## config.mk

```make
export PLATFORM = sky130hd
export DESIGN_NAME = ecif_channel_port
export DESIGN_NICKNAME = d
export VERILOG_FILES = /design/src/rtl/ecif_sync2.v /design/src/rtl/ecif_tx_chan.v /design/src/rtl/ecif_channel_port.v
export VERILOG_INCLUDE_DIRS = /design/src /design/src/rtl
export SDC_FILE = /design/constraint.sdc
export NUM_CORES = 1
export LEC_CHECK = 0
export ABC_AREA = 0
export BUFFER_PORTS_ARGS = -buffer_cell sky130_fd_sc_hd__buf_4
export CAP_MARGIN = 10
export CORE_MARGIN = 2
export CORE_UTILIZATION = 50
export CTS_BUF_LIST = sky130_fd_sc_hd__clkbuf_16
export CTS_CLUSTER_DIAMETER = 40
export CTS_CLUSTER_SIZE = 28
export DETAILED_ROUTE_END_ITERATION = 6
export PLACE_DENSITY = 0.74
export SYNTH_ARGS = -nofsm -noshare
export SYNTH_HDL_FRONTEND = slang
export SYNTH_SLANG_ARGS = --single-unit
```

## constraint.sdc

```tcl
create_clock -name clk_sys -period 1.1 [get_ports clk_sys]
set_input_delay 0.11 -clock clk_sys [delete_from_list [all_inputs] [get_ports clk_sys]]
set_output_delay 0.11 -clock clk_sys [all_outputs]
set_load 0.02 [all_outputs]
```

## src/rtl/ecif_defines.vh

```
// Constants for the event channel port: channel count, clamp levels, sender states.
// Assumes it is included by bare name from every rtl file of the port.
`ifndef ECIF_DEFINES_VH
`define ECIF_DEFINES_VH

// ----------------------------------------------------------------------------
// Sizes and clamp values
// ----------------------------------------------------------------------------
`define ECIF_NUM_CH      4
`define ECIF_CLAMP_ACK   1'h1
`define ECIF_CLAMP_OUT   1'h0
`define ECIF_SYNC_RESET  1'h0

// ----------------------------------------------------------------------------
// Sender states
// ----------------------------------------------------------------------------
`define ECIF_ST_IDLE     2'h0
`define ECIF_ST_HIGH     2'h1
`define ECIF_ST_LOW      2'h2

`endif

```

## src/rtl/ecif_sync2.v

```verilog
// Two-stage synchroniser for a vector of independent levels.
// Assumes each bit is a level that stays put long enough to be seen.
`timescale 1ns/1ps
`default_nettype none
`include "ecif_defines.vh"

module ecif_sync2 #(
  parameter WIDTH = 1
) (
  // Clock and reset
  input  wire             clk_sys,
  input  wire             arst_n,
  // Levels
  input  wire [WIDTH-1:0] async_in,
  output wire [WIDTH-1:0] sync_out
);

  reg [WIDTH-1:0] meta_r;
  reg [WIDTH-1:0] stable_r;

  // ----------------------------------------------------------------------------
  // Stages
  // ----------------------------------------------------------------------------
  // The first stage feeds only the second; nothing else may look at it.
  always @(posedge clk_sys or negedge arst_n) begin
    if (!arst_n) begin
      meta_r   <= {WIDTH{`ECIF_SYNC_RESET}};
      stable_r <= {WIDTH{`ECIF_SYNC_RESET}};
    end else begin
      meta_r   <= async_in;
      stable_r <= meta_r;
    end
  end

  assign sync_out = stable_r;

endmodule // ecif_sync2

`default_nettype wire

```

## src/rtl/ecif_tx_chan.v

```verilog
// One outgoing event channel: turns a local event level into line activity.
// Assumes ack_sync is already synchronised and tick marks a channel clock edge.
`timescale 1ns/1ps
`default_nettype none
`include "ecif_defines.vh"

module ecif_tx_chan #(
  parameter ASYNC_MODE = 1
) (
  // Clock and reset
  input  wire clk_sys,
  input  wire arst_n,
  // Control
  input  wire enable,
  input  wire tick,
  // Local event source
  input  wire req_level,
  // Line
  input  wire ack_sync,
  output wire line_out,
  output wire busy
);

  reg [1:0] state_r;
  reg [1:0] state_nxt;
  reg       line_r;
  reg       line_nxt;
  reg       req_d_r;
  reg       pend_r;
  reg       pend_nxt;
  wire      req_rise;

  assign req_rise = req_level & ~req_d_r;

  // ----------------------------------------------------------------------------
  // Next state
  // ----------------------------------------------------------------------------
  always @* begin
    state_nxt = state_r;
    line_nxt  = line_r;
    // Rises seen while busy collapse into one pending event.
    pend_nxt  = pend_r | req_rise;
    case (state_r)
      `ECIF_ST_IDLE: begin
        // A peer may still acknowledge an event cut by a disable; wait for it to drop.
        if ((pend_r | req_rise) && tick && !((ASYNC_MODE != 0) && ack_sync)) begin
          line_nxt  = 1'h1;
          pend_nxt  = 1'h0;
          state_nxt = `ECIF_ST_HIGH;
        end
      end
      `ECIF_ST_HIGH: begin
        // Held while the local event lasts.
        if (ASYNC_MODE != 0) begin
          if (ack_sync && !req_level) begin
            line_nxt  = 1'h0;
            state_nxt = `ECIF_ST_LOW;
          end
        end else if (tick && !req_level) begin
          line_nxt  = 1'h0;
          state_nxt = `ECIF_ST_LOW;
        end
      end
      `ECIF_ST_LOW: begin
        // At least one low period before the next rise.
        if (ASYNC_MODE != 0) begin
          if (!ack_sync) begin
            state_nxt = `ECIF_ST_IDLE;
          end
        end else if (tick) begin
          state_nxt = `ECIF_ST_IDLE;
        end
      end
      default: begin
        line_nxt  = 1'h0;
        state_nxt = `ECIF_ST_IDLE;
      end
    endcase
  end

  // ----------------------------------------------------------------------------
  // Registers
  // ----------------------------------------------------------------------------
  always @(posedge clk_sys or negedge arst_n) begin
    if (!arst_n) begin
      state_r <= `ECIF_ST_IDLE;
      line_r  <= `ECIF_CLAMP_OUT;
      req_d_r <= 1'h0;
      pend_r  <= 1'h0;
    end else if (!enable) begin
      state_r <= `ECIF_ST_IDLE;
      line_r  <= `ECIF_CLAMP_OUT;
      req_d_r <= req_level;
      pend_r  <= 1'h0;
    end else begin
      state_r <= state_nxt;
      line_r  <= line_nxt;
      req_d_r <= req_level;
      pend_r  <= pend_nxt;
    end
  end

  assign line_out = line_r;
  assign busy     = (state_r != `ECIF_ST_IDLE) | pend_r;

endmodule // ecif_tx_chan

`default_nettype wire

```

## src/rtl/ecif_channel_port.v

```verilog
// Event channel port of a debug component: N channels in and N channels out.
// Assumes channel pins come from another clock domain and local events are on clk_sys.
`timescale 1ns/1ps
`default_nettype none
`include "ecif_defines.vh"

module ecif_channel_port #(
  parameter NUM_CH     = `ECIF_NUM_CH,
  parameter HAS_IN     = 1,
  parameter HAS_OUT    = 1,
  parameter ASYNC_MODE = 1
) (
  // Clock and reset
  input  wire              clk_sys,
  input  wire              arst_n,
  // Power and enable
  input  wire              port_enable,
  // Local event sources, one level per channel
  input  wire [NUM_CH-1:0] local_event_vec,
  // Received events and sender busy flags towards local logic
  output reg  [NUM_CH-1:0] rx_event_pulse_vec,
  output reg  [NUM_CH-1:0] rx_end_pulse_vec,
  output reg  [NUM_CH-1:0] rx_level_vec,
  output reg  [NUM_CH-1:0] tx_busy_vec,
  // Channel pins, numbered from 0 so a narrower peer joins the low channels.
  input  wire              channel_clock,
  input  wire [NUM_CH-1:0] channel_in_vec,
  output reg  [NUM_CH-1:0] channel_in_ack_vec,
  output wire [NUM_CH-1:0] channel_out_vec,
  input  wire [NUM_CH-1:0] channel_out_ack_vec
);

  // ----------------------------------------------------------------------------
  // Pin synchronisers
  // ----------------------------------------------------------------------------
  wire [NUM_CH-1:0] in_sync;
  wire [NUM_CH-1:0] out_ack_sync;
  wire              channel_clock_sync;
  reg               channel_clock_d_r;
  wire              tick;
  reg  [NUM_CH-1:0] in_prev_r;
  wire [NUM_CH-1:0] tx_line;
  wire [NUM_CH-1:0] tx_busy;

  ecif_sync2 #(.WIDTH(NUM_CH)) u_in_sync (
    .clk_sys  (clk_sys),
    .arst_n   (arst_n),
    .async_in (channel_in_vec),
    .sync_out (in_sync)
  );

  ecif_sync2 #(.WIDTH(NUM_CH)) u_ack_sync (
    .clk_sys  (clk_sys),
    .arst_n   (arst_n),
    .async_in (channel_out_ack_vec),
    .sync_out (out_ack_sync)
  );

  ecif_sync2 #(.WIDTH(1)) u_channel_clock_sync (
    .clk_sys  (clk_sys),
    .arst_n   (arst_n),
    .async_in (channel_clock),
    .sync_out (channel_clock_sync)
  );

  // ----------------------------------------------------------------------------
  // Channel clock edge
  // ----------------------------------------------------------------------------
  // The channel clock is sampled, so it must run well below clk_sys/2.
  always @(posedge clk_sys or negedge arst_n) begin
    if (!arst_n) begin
      channel_clock_d_r <= 1'h0;
    end else begin
      channel_clock_d_r <= channel_clock_sync;
    end
  end

  // The synchronous variant moves only on a channel clock rise.
  assign tick = (ASYNC_MODE != 0) ? 1'h1 : (channel_clock_sync & ~channel_clock_d_r);

  // ----------------------------------------------------------------------------
  // Receive side
  // ----------------------------------------------------------------------------
  // Inputs feed only the rx outputs and acknowledges, never the senders.
  always @(posedge clk_sys or negedge arst_n) begin
    if (!arst_n) begin
      in_prev_r          <= {NUM_CH{1'h0}};
      rx_event_pulse_vec <= {NUM_CH{1'h0}};
      rx_end_pulse_vec   <= {NUM_CH{1'h0}};
      rx_level_vec       <= {NUM_CH{1'h0}};
      channel_in_ack_vec <= {NUM_CH{`ECIF_CLAMP_ACK}};
    end else if ((HAS_IN == 0) || !port_enable) begin
      in_prev_r          <= {NUM_CH{1'h0}};
      rx_event_pulse_vec <= {NUM_CH{1'h0}};
      rx_end_pulse_vec   <= {NUM_CH{1'h0}};
      rx_level_vec       <= {NUM_CH{1'h0}};
      channel_in_ack_vec <= {NUM_CH{`ECIF_CLAMP_ACK}};
    end else begin
      if (tick) begin
        in_prev_r          <= in_sync;
        rx_event_pulse_vec <= in_sync & ~in_prev_r;
        rx_end_pulse_vec   <= ~in_sync & in_prev_r;
        rx_level_vec       <= in_sync;
      end else begin
        rx_event_pulse_vec <= {NUM_CH{1'h0}};
        rx_end_pulse_vec   <= {NUM_CH{1'h0}};
      end
      // Acknowledge follows the synchronised request level; the synchronous build holds it at the clamp level.
      if (ASYNC_MODE != 0) begin
        channel_in_ack_vec <= in_sync;
      end else begin
        channel_in_ack_vec <= {NUM_CH{`ECIF_CLAMP_ACK}};
      end
    end
  end

  // ----------------------------------------------------------------------------
  // Transmit side
  // ----------------------------------------------------------------------------
  // Every channel gets the same sender; no channel has a fixed purpose.
  genvar ch;
  generate
    if (HAS_OUT != 0) begin : g_out
      for (ch = 0; ch < NUM_CH; ch = ch + 1) begin : g_ch
        ecif_tx_chan #(.ASYNC_MODE(ASYNC_MODE)) u_tx (
          .clk_sys   (clk_sys),
          .arst_n    (arst_n),
          .enable    (port_enable),
          .tick      (tick),
          .req_level (local_event_vec[ch]),
          .ack_sync  (out_ack_sync[ch]),
          .line_out  (tx_line[ch]),
          .busy      (tx_busy[ch])
        );
      end
    end else begin : g_no_out
      assign tx_line = {NUM_CH{`ECIF_CLAMP_OUT}};
      assign tx_busy = {NUM_CH{1'h0}};
    end
  endgenerate

  assign channel_out_vec = tx_line;

  always @(posedge clk_sys or negedge arst_n) begin
    if (!arst_n) begin
      tx_busy_vec <= {NUM_CH{1'h0}};
    end else begin
      tx_busy_vec <= tx_busy;
    end
  end

endmodule // ecif_channel_port

`default_nettype wire

```

==> results of run 1 <==
what timing repair did:
action / CTS / global route
endpoints found under the setup margin: 1 / 4
setup buffers: 1 / 0
gates resized for setup: 0 / 7
hold buffers: 13 / 0
endpoints found under the hold margin: 35 / 0
pin swaps: 0 / 5
cell type report:
type / instances / area, sq um / area share, %
clock buffer: 5 / 125 / 4.75
clock inverter: 3 / 26.3 / 0.997
inverter: 8 / 30.0 / 1.14
multi-input combinational: 84 / 523 / 19.8
sequential: 56 / 1410 / 53.3
tap: 48 / 60.1 / 2.28
timing repair buffer: 56 / 465 / 17.7
final timing paths:
path                                          startpoint                             to  slack [ns]  cells after the start
max                        g_out.g_ch[0].u_tx.state_r[1]  g_out.g_ch[0].u_tx.state_r[1]        0.02                      3
min                                          port_enable          channel_in_ack_vec[1]        0.14                      2
max reg2reg                g_out.g_ch[0].u_tx.state_r[1]  g_out.g_ch[0].u_tx.state_r[1]        0.02                      3
min reg2reg                          u_in_sync.meta_r[0]          u_in_sync.sync_out[0]        0.35                      0
max in group asynchronous                         arst_n  g_out.g_ch[1].u_tx.state_r[0]        0.37                      3
min in group asynchronous                         arst_n            u_in_sync.meta_r[2]        0.26                      2
worst register-to-register path, stage by stage (launching register included):
cell and delay, ns:
dfrtp_1 0.42, or3b_1 0.37, o21ai_1 0.08, and3_1 0.15
kinds of logic after synthesis:
logic type / after synthesis / synth area share [%]
compound gates: 26 / 8.72
mux: 2 / 1.01
flops: 56 / 71.0
simple gates: 56 / 15.5
buf+inv: 14 / 3.79
sequential cells by signal, summed over array words and instances, names as in the netlist:
signal and flops:
tx_busy_vec 4, g_out.g_ch.u_tx.req_d_r 4, in_prev_r 4, u_ack_sync.meta_r 4, g_out.g_ch.u_tx.line_out 4, g_out.g_ch.u_tx.state_r 8
u_in_sync.meta_r 4, g_out.g_ch.u_tx.pend_r 4, rx_event_pulse_vec 4, u_ack_sync.sync_out 4, rx_end_pulse_vec 4, u_in_sync.sync_out 4
channel_in_ack_vec 4
metrics by stage:
stage	hold slack (ns)	total power, mW	std cells
after global placement	0.0133	2.69	238
after global routing	0.146	4.49	260
final	0.141	4.29	260
after floorplan	-0.186	2.51	154
after CTS	0.133	4.32	260
after detailed placement	0.0213	2.71	238
metal layers:
layer,wire length (um),vias up
met4,82,0
met2,1850,34
li1,-,622
met1,1330,642
met5,0,-
met3,142,8
power by group:
group / switching, mW / total (mW) / internal, mW
logic: 0.244 / 0.477 / 0.233
clock network: 0.705 / 1.56 / 0.859
registers: 0.0677 / 2.25 / 2.18
total: 1.02 / 4.29 / 3.27
cell usage in the layout, fill, tap and decap left out, drive strengths merged:
cell type    netlist  final
nand3b             1      1
dlygate4sd3        0     13
a41oi              2      2
nor2              16     16
o31ai              8      8
nand2b             9      9
or3b               2      2
and3               3      3
and3b              2      2
o21ai              4      4
o21bai             5      5
mux2i              2      2
a21oi              6      6
clkinv             0      2
dfrtp             52     52
buf                6     43
inv                8      9
clkbuf             0      5
nand2              7      7
or3                4      4
nor2b              4      4
and2               8      8
dfstp              4      4
o211ai             1      1
==> key figures, run 1 <==
Run status
  • Status: completed

Timing
  • Setup Skew: 0.00557 ns
  • Final Hold Violating Endpoints: 0
  • Pins Over Slew Limit: 0
  • Slew headroom: 79.6%
  • Fmax: 927 MHz
  • Setup-failing EPs final: 0
  • Tmin final: 1.08 ns
  • Worst Slack Setup Final: around 0.021 ns
  • Crit share post-route: a little over nine tenths
  • Actual slew at the worst max-slew pin: a little over 0.3 ns
  • RSZ-0062 raised after global routing: true
  • Setup TNS: 0 ns

Placement
  • DP HPWL: 2260 um
  • Routability cong.: 0.781
  • Place WS: around 0.011 ns
  • Dpl cell area: 2320 sq um
  • Input/output buffers: 38

Die
  • Placement row count: 22
  • Core Footprint: roughly 3700 sq um
  • Total die area: roughly 4500 sq um
  • Die width: about 67 um
  • Die Y: about 67 um
  • I/O pin count: 40
  • Initial Util: 52.9%

Drt
  • Drt pass-1 iters: 6
  • Vias per inst: around 5
  • Avg WL per Cell: about 13 um
  • # DRC: 0
  • Initial DRC Count: 87
  • Routed wire length: approximately 3400 um
  • Vias: between 1000 and 1500
  • Final ANT Viol Nets: 0

Worst setup path
  • Cell family with most CP delay: simple AND/OR/NAND/NOR gates
  • Worst setup path class: reg -> reg
  • Worst path arrival time: about 1.3 ns
  • Worst Setup End Kind: flop
  • Worst stage delay on the critical path: about 0.42 ns
  • CP Cell Sequence: or3b_1 -> o21ai_1 -> and3_1
  • Worst path required time: around 1.3 ns
  • Slowest cell on crit path: dfrtp_1
  • Startpoint Class: flop
  • CP bufs+invs: 0
  • Crit-path max FO: 4

Clock network
  • Clock buffer depth: 2
  • TritonCTS clock tree: built
  • Clock sink count: 56
  • Worst-Skew Late Latency: around 0.30 ns
  • Clock transition at path regs: roughly 0.07 ns
  • CTS buffer count: 5
  • Clock root cell: clkbuf_16
  • CTS H-tree lvls: 2

Synthesis
  • Synth Cell Area: 1980 sq um
  • Area share of the largest cell type after synthesis: 65.7%
  • Ys async rst share: between 90% and 100%
  • Cell taking the most area after synthesis: dfrtp_1
  • Top post-synthesis cells by area: dfrtp_1 (66%), dfstp_2 (5.3%), nor2_1 (3.0%)
  • Post-synth top flop: dfrtp_1
  • Post-synth top cells: dfrtp_1 (52), nor2_1 (16), nand2b_1 (9)
  • Number of distinct library cells after synthesis: 23
  • Mapped Cells: 154
  • Syn nets: between 150 and 200
  • Most numerous cell in the Yosys netlist: dfrtp_1
  • FF+latch count, synth: between 50 and 60
  • Mean Syn Cell Area: 12.9 sq um
  • YS warnings: 0
  • Post-synth EDFFs: 0
  • Register area share after synthesis: approximately 71%

Finish
  • Layout cell share with drive strength beyond 1: 28.3%
  • Final Util: 70.4%
  • Ant diodes: 0
  • Layout overhead on the synthesized area: 33.1%
  • Final nets: between 200 and 250
  • Final Instance Area: 2640 sq um
  • Filler Cells Inserted: 272

GRT
  • Most crowded layer after global routing: met2
  • First-pass GRT wire length: around 5500 um
  • Total track usage: approximately 17%
  • Grt total ovfl: 0
  • Met1 Resource Use GR: 18.6%
  • Initial antenna violation count: 0
  • M3 GR Usage: about 4.7%
  • GR Util met2: between 30% and 40%
  • Vias in the first global route: between 1000 and 1500
  • Pin count of the biggest net entering global routing: 34

Pwr
  • Pwr dens: ~1600 nW/um^2
  • VDD IR max: between 1 and 1.5 mV
  • Leakage: about 1.3 nW

Job
  • Max Cap Violations: 0

Worst hold path
  • HP Class: in -> reg
Power figures use the tool's default switching activity.
==> run 2, diff against run 1 <==
--- a/config.mk
+++ b/config.mk
@@ -9,13 +9,15 @@
 export ABC_AREA = 0
 export BUFFER_PORTS_ARGS = -buffer_cell sky130_fd_sc_hd__buf_4
 export CAP_MARGIN = 10
+export CELL_PAD_IN_SITES_DETAIL_PLACEMENT = 0
+export CELL_PAD_IN_SITES_GLOBAL_PLACEMENT = 1
 export CORE_MARGIN = 2
-export CORE_UTILIZATION = 50
+export CORE_UTILIZATION = 42
 export CTS_BUF_LIST = sky130_fd_sc_hd__clkbuf_16
 export CTS_CLUSTER_DIAMETER = 40
 export CTS_CLUSTER_SIZE = 28
 export DETAILED_ROUTE_END_ITERATION = 6
-export PLACE_DENSITY = 0.74
+export PLACE_DENSITY_LB_ADDON = 0.1
 export SYNTH_ARGS = -nofsm -noshare
 export SYNTH_HDL_FRONTEND = slang
 export SYNTH_SLANG_ARGS = --single-unit
==> key figures, run 2 (synthesized netlist as in run 1, its figures left out) <==
Worst hold path
  • HP Class: in -> reg

Finish
  • Layout overhead on the synthesized area: 32.4%
  • Layout cell share with drive strength beyond 1: 26.1%
  • Final Non-Filler Cells: 263
  • Most common cell after layout, fill and taps aside: dfrtp_1
  • Filler Cells Inserted: 356
  • Final Instance Area: ~2600 sq um
  • Most frequent cells in the layout: dfrtp_1 (51), buf_4 (41), nor2_1 (16), dlygate4sd3_1 (13), nand2b_1 (9)
  • Ant diodes: 0
  • Most flops, register: g_out.g_ch.u_tx.state_r
  • Final Util: approximately 59%
  • Register area: 1410 sq um
  • Multi-input logic area: 499 sq um
  • Max reg flops: 8
  • Final nets: approximately 230

GRT
  • Total track usage: 14.0%
  • Pin count of the biggest net entering global routing: 27
  • Grt total ovfl: 0
  • Vias in the first global route: ~1300
  • Initial antenna violation count: 0
  • First-pass GRT wire length: 5660 um

Clock network
  • CTS buffer count: 5
  • CTS H-tree lvls: 2
  • Clock buffer depth: 2
  • Postcts setup bufs: 0
  • TritonCTS clock tree: built
  • Clock transition at path regs: about 0.060 ns
  • Clock sink count: between 50 and 60
  • Worst-Skew Late Latency: between 0.2 and 0.3 ns
  • Clock root cell: clkbuf_16

Timing
  • RSZ-0062 raised after global routing: true
  • Worst Slack Setup Final: 0.0345 ns
  • Crit share post-route: between 90% and 100%
  • Setup-failing EPs final: 0
  • Hold_ws: between 0.15 and 0.2 ns
  • Fmax: between 900 and 1000 MHz
  • Slew headroom: 79.7%
  • Setup TNS: 0 ns
  • Tmin final: between 1 and 1.5 ns
  • Pins Over Slew Limit: 0
  • Final Hold Violating Endpoints: 0
  • Setup Skew: between 0.003 and 0.004 ns
  • Actual slew at the worst max-slew pin: 0.304 ns

Worst setup path
  • Slowest cell on crit path: dfrtp_1
  • Worst setup path class: reg -> reg
  • Worst path arrival time: approximately 1.3 ns
  • CP bufs+invs: 0
  • Cell family with most CP delay: simple AND/OR/NAND/NOR gates
  • Worst Setup End Kind: flop
  • Startpoint Class: flop
  • CP Cell Sequence: or3b_1 -> o21ai_0 -> and3_1
  • Crit-path max FO: 6
  • Worst stage delay on the critical path: about 0.41 ns
  • Worst path required time: 1.32 ns

Die
  • Die Y: 72.7 um
  • I/O pin count: 40
  • Core Footprint: about 4400 sq um
  • Total die area: about 5300 sq um
  • Initial Util: 44.6%
  • Die width: 72.7 um
  • Placement row count: 24

Placement
  • Input/output buffers: 38
  • Dpl cell area: about 2300 sq um
  • DP HPWL: about 2300 um
  • Place WS: 0.0417 ns
  • Routability cong.: ~0.75
  • Placed insts: about 240

Drt
  • Avg WL per Cell: around 13 um
  • Routed wire length: about 3300 um
  • Initial DRC Count: ~110
  • Final ANT Viol Nets: 0
  • Vias: 1292
  • Drt pass-1 iters: 4
  • Vias per inst: 4.91
  • # DRC: 0

Pwr
  • VDD IR max: approximately 1.4 mV
  • Leakage: between 1 and 1.5 nW
  • Power, Total: 4.42 mW
  • Pwr dens: between 1500 and 2000 nW/um^2

Run status
  • Status: completed

Job
  • Max Cap Violations: 0
run 2: cell count changes in the layout (fill, tap and decap cells not counted):
cell / before / now
bufinv_16: 0 / 1
clkinv_1: 0 / 2
inv_6: 1 / 0
nor2b_2: 1 / 0
o31ai_4: 1 / 0
o21ai_1: 2 / 1
o31ai_1: 7 / 8
nor2b_4: 1 / 0
dfrtp_2: 0 / 1
o21ai_0: 2 / 3
nor2b_1: 2 / 4
clkinv_4: 2 / 0
dfrtp_1: 52 / 51
buf_4: 42 / 41
run 2: power by group:
part | switching, mW | leakage (nW) | internal [mW]
Clock | 0.661 | 0.0789 | 1.06
Combinational | 0.235 | 0.497 | 0.224
Sequential | 0.0635 | 0.702 | 2.18
Total | 0.959 | 1.28 | 3.46
run 2: final timing paths:
path | from | endpoint | slack (ns) | cells past startpoint
setup reg to reg | g_out.g_ch[2].u_tx.state_r[0] | g_out.g_ch[2].u_tx.state_r[1] | 0.03 | 3
hold / removal | local_event_vec[1] | g_out.g_ch[1].u_tx.state_r[1] | 0.16 | 4
setup / recovery | g_out.g_ch[2].u_tx.state_r[0] | g_out.g_ch[2].u_tx.state_r[1] | 0.03 | 3
min in group asynchronous | arst_n | rx_end_pulse_vec[2] | 0.25 | 2
max in group asynchronous | arst_n | channel_in_ack_vec[3] | 0.35 | 3
hold reg to reg | u_ack_sync.meta_r[3] | u_ack_sync.sync_out[3] | 0.35 | 0
run 2: layer usage:
metal | vias up | GRT usage [%] | routed length, um
met3 | 7 | 3.31 | 109
met1 | 637 | 16.2 | 1470
li1 | 623 | - | -
met4 | 0 | 6.79 | 71
met5 | - | 0 | 0
met2 | 25 | 24.3 | 1690
run 2: final cells by class:
class | count | area share, %
clock buffers | 5 | 4.77
repair buffers | 55 | 17.5
well taps | 52 | 2.48
clock inverters | 3 | 1.43
inverters | 8 | 1.15
flip-flops and latches | 56 | 53.7
multi-input cells | 84 | 19.0
run 2: timing repair:
| item | CTS | global route |
|---|---|---|
| endpoints found under the setup margin | 0 | 1 |
| endpoints found under the hold margin | 49 | 0 |
| hold buffers | 13 | 0 |
| resized for setup | 0 | 2 |
run 2: worst min-delay path, cell delays in order:
cell and delay, ns:
buf_4 0.09, nor2_1 0.04, mux2i_1 0.12, nor2_1 0.05
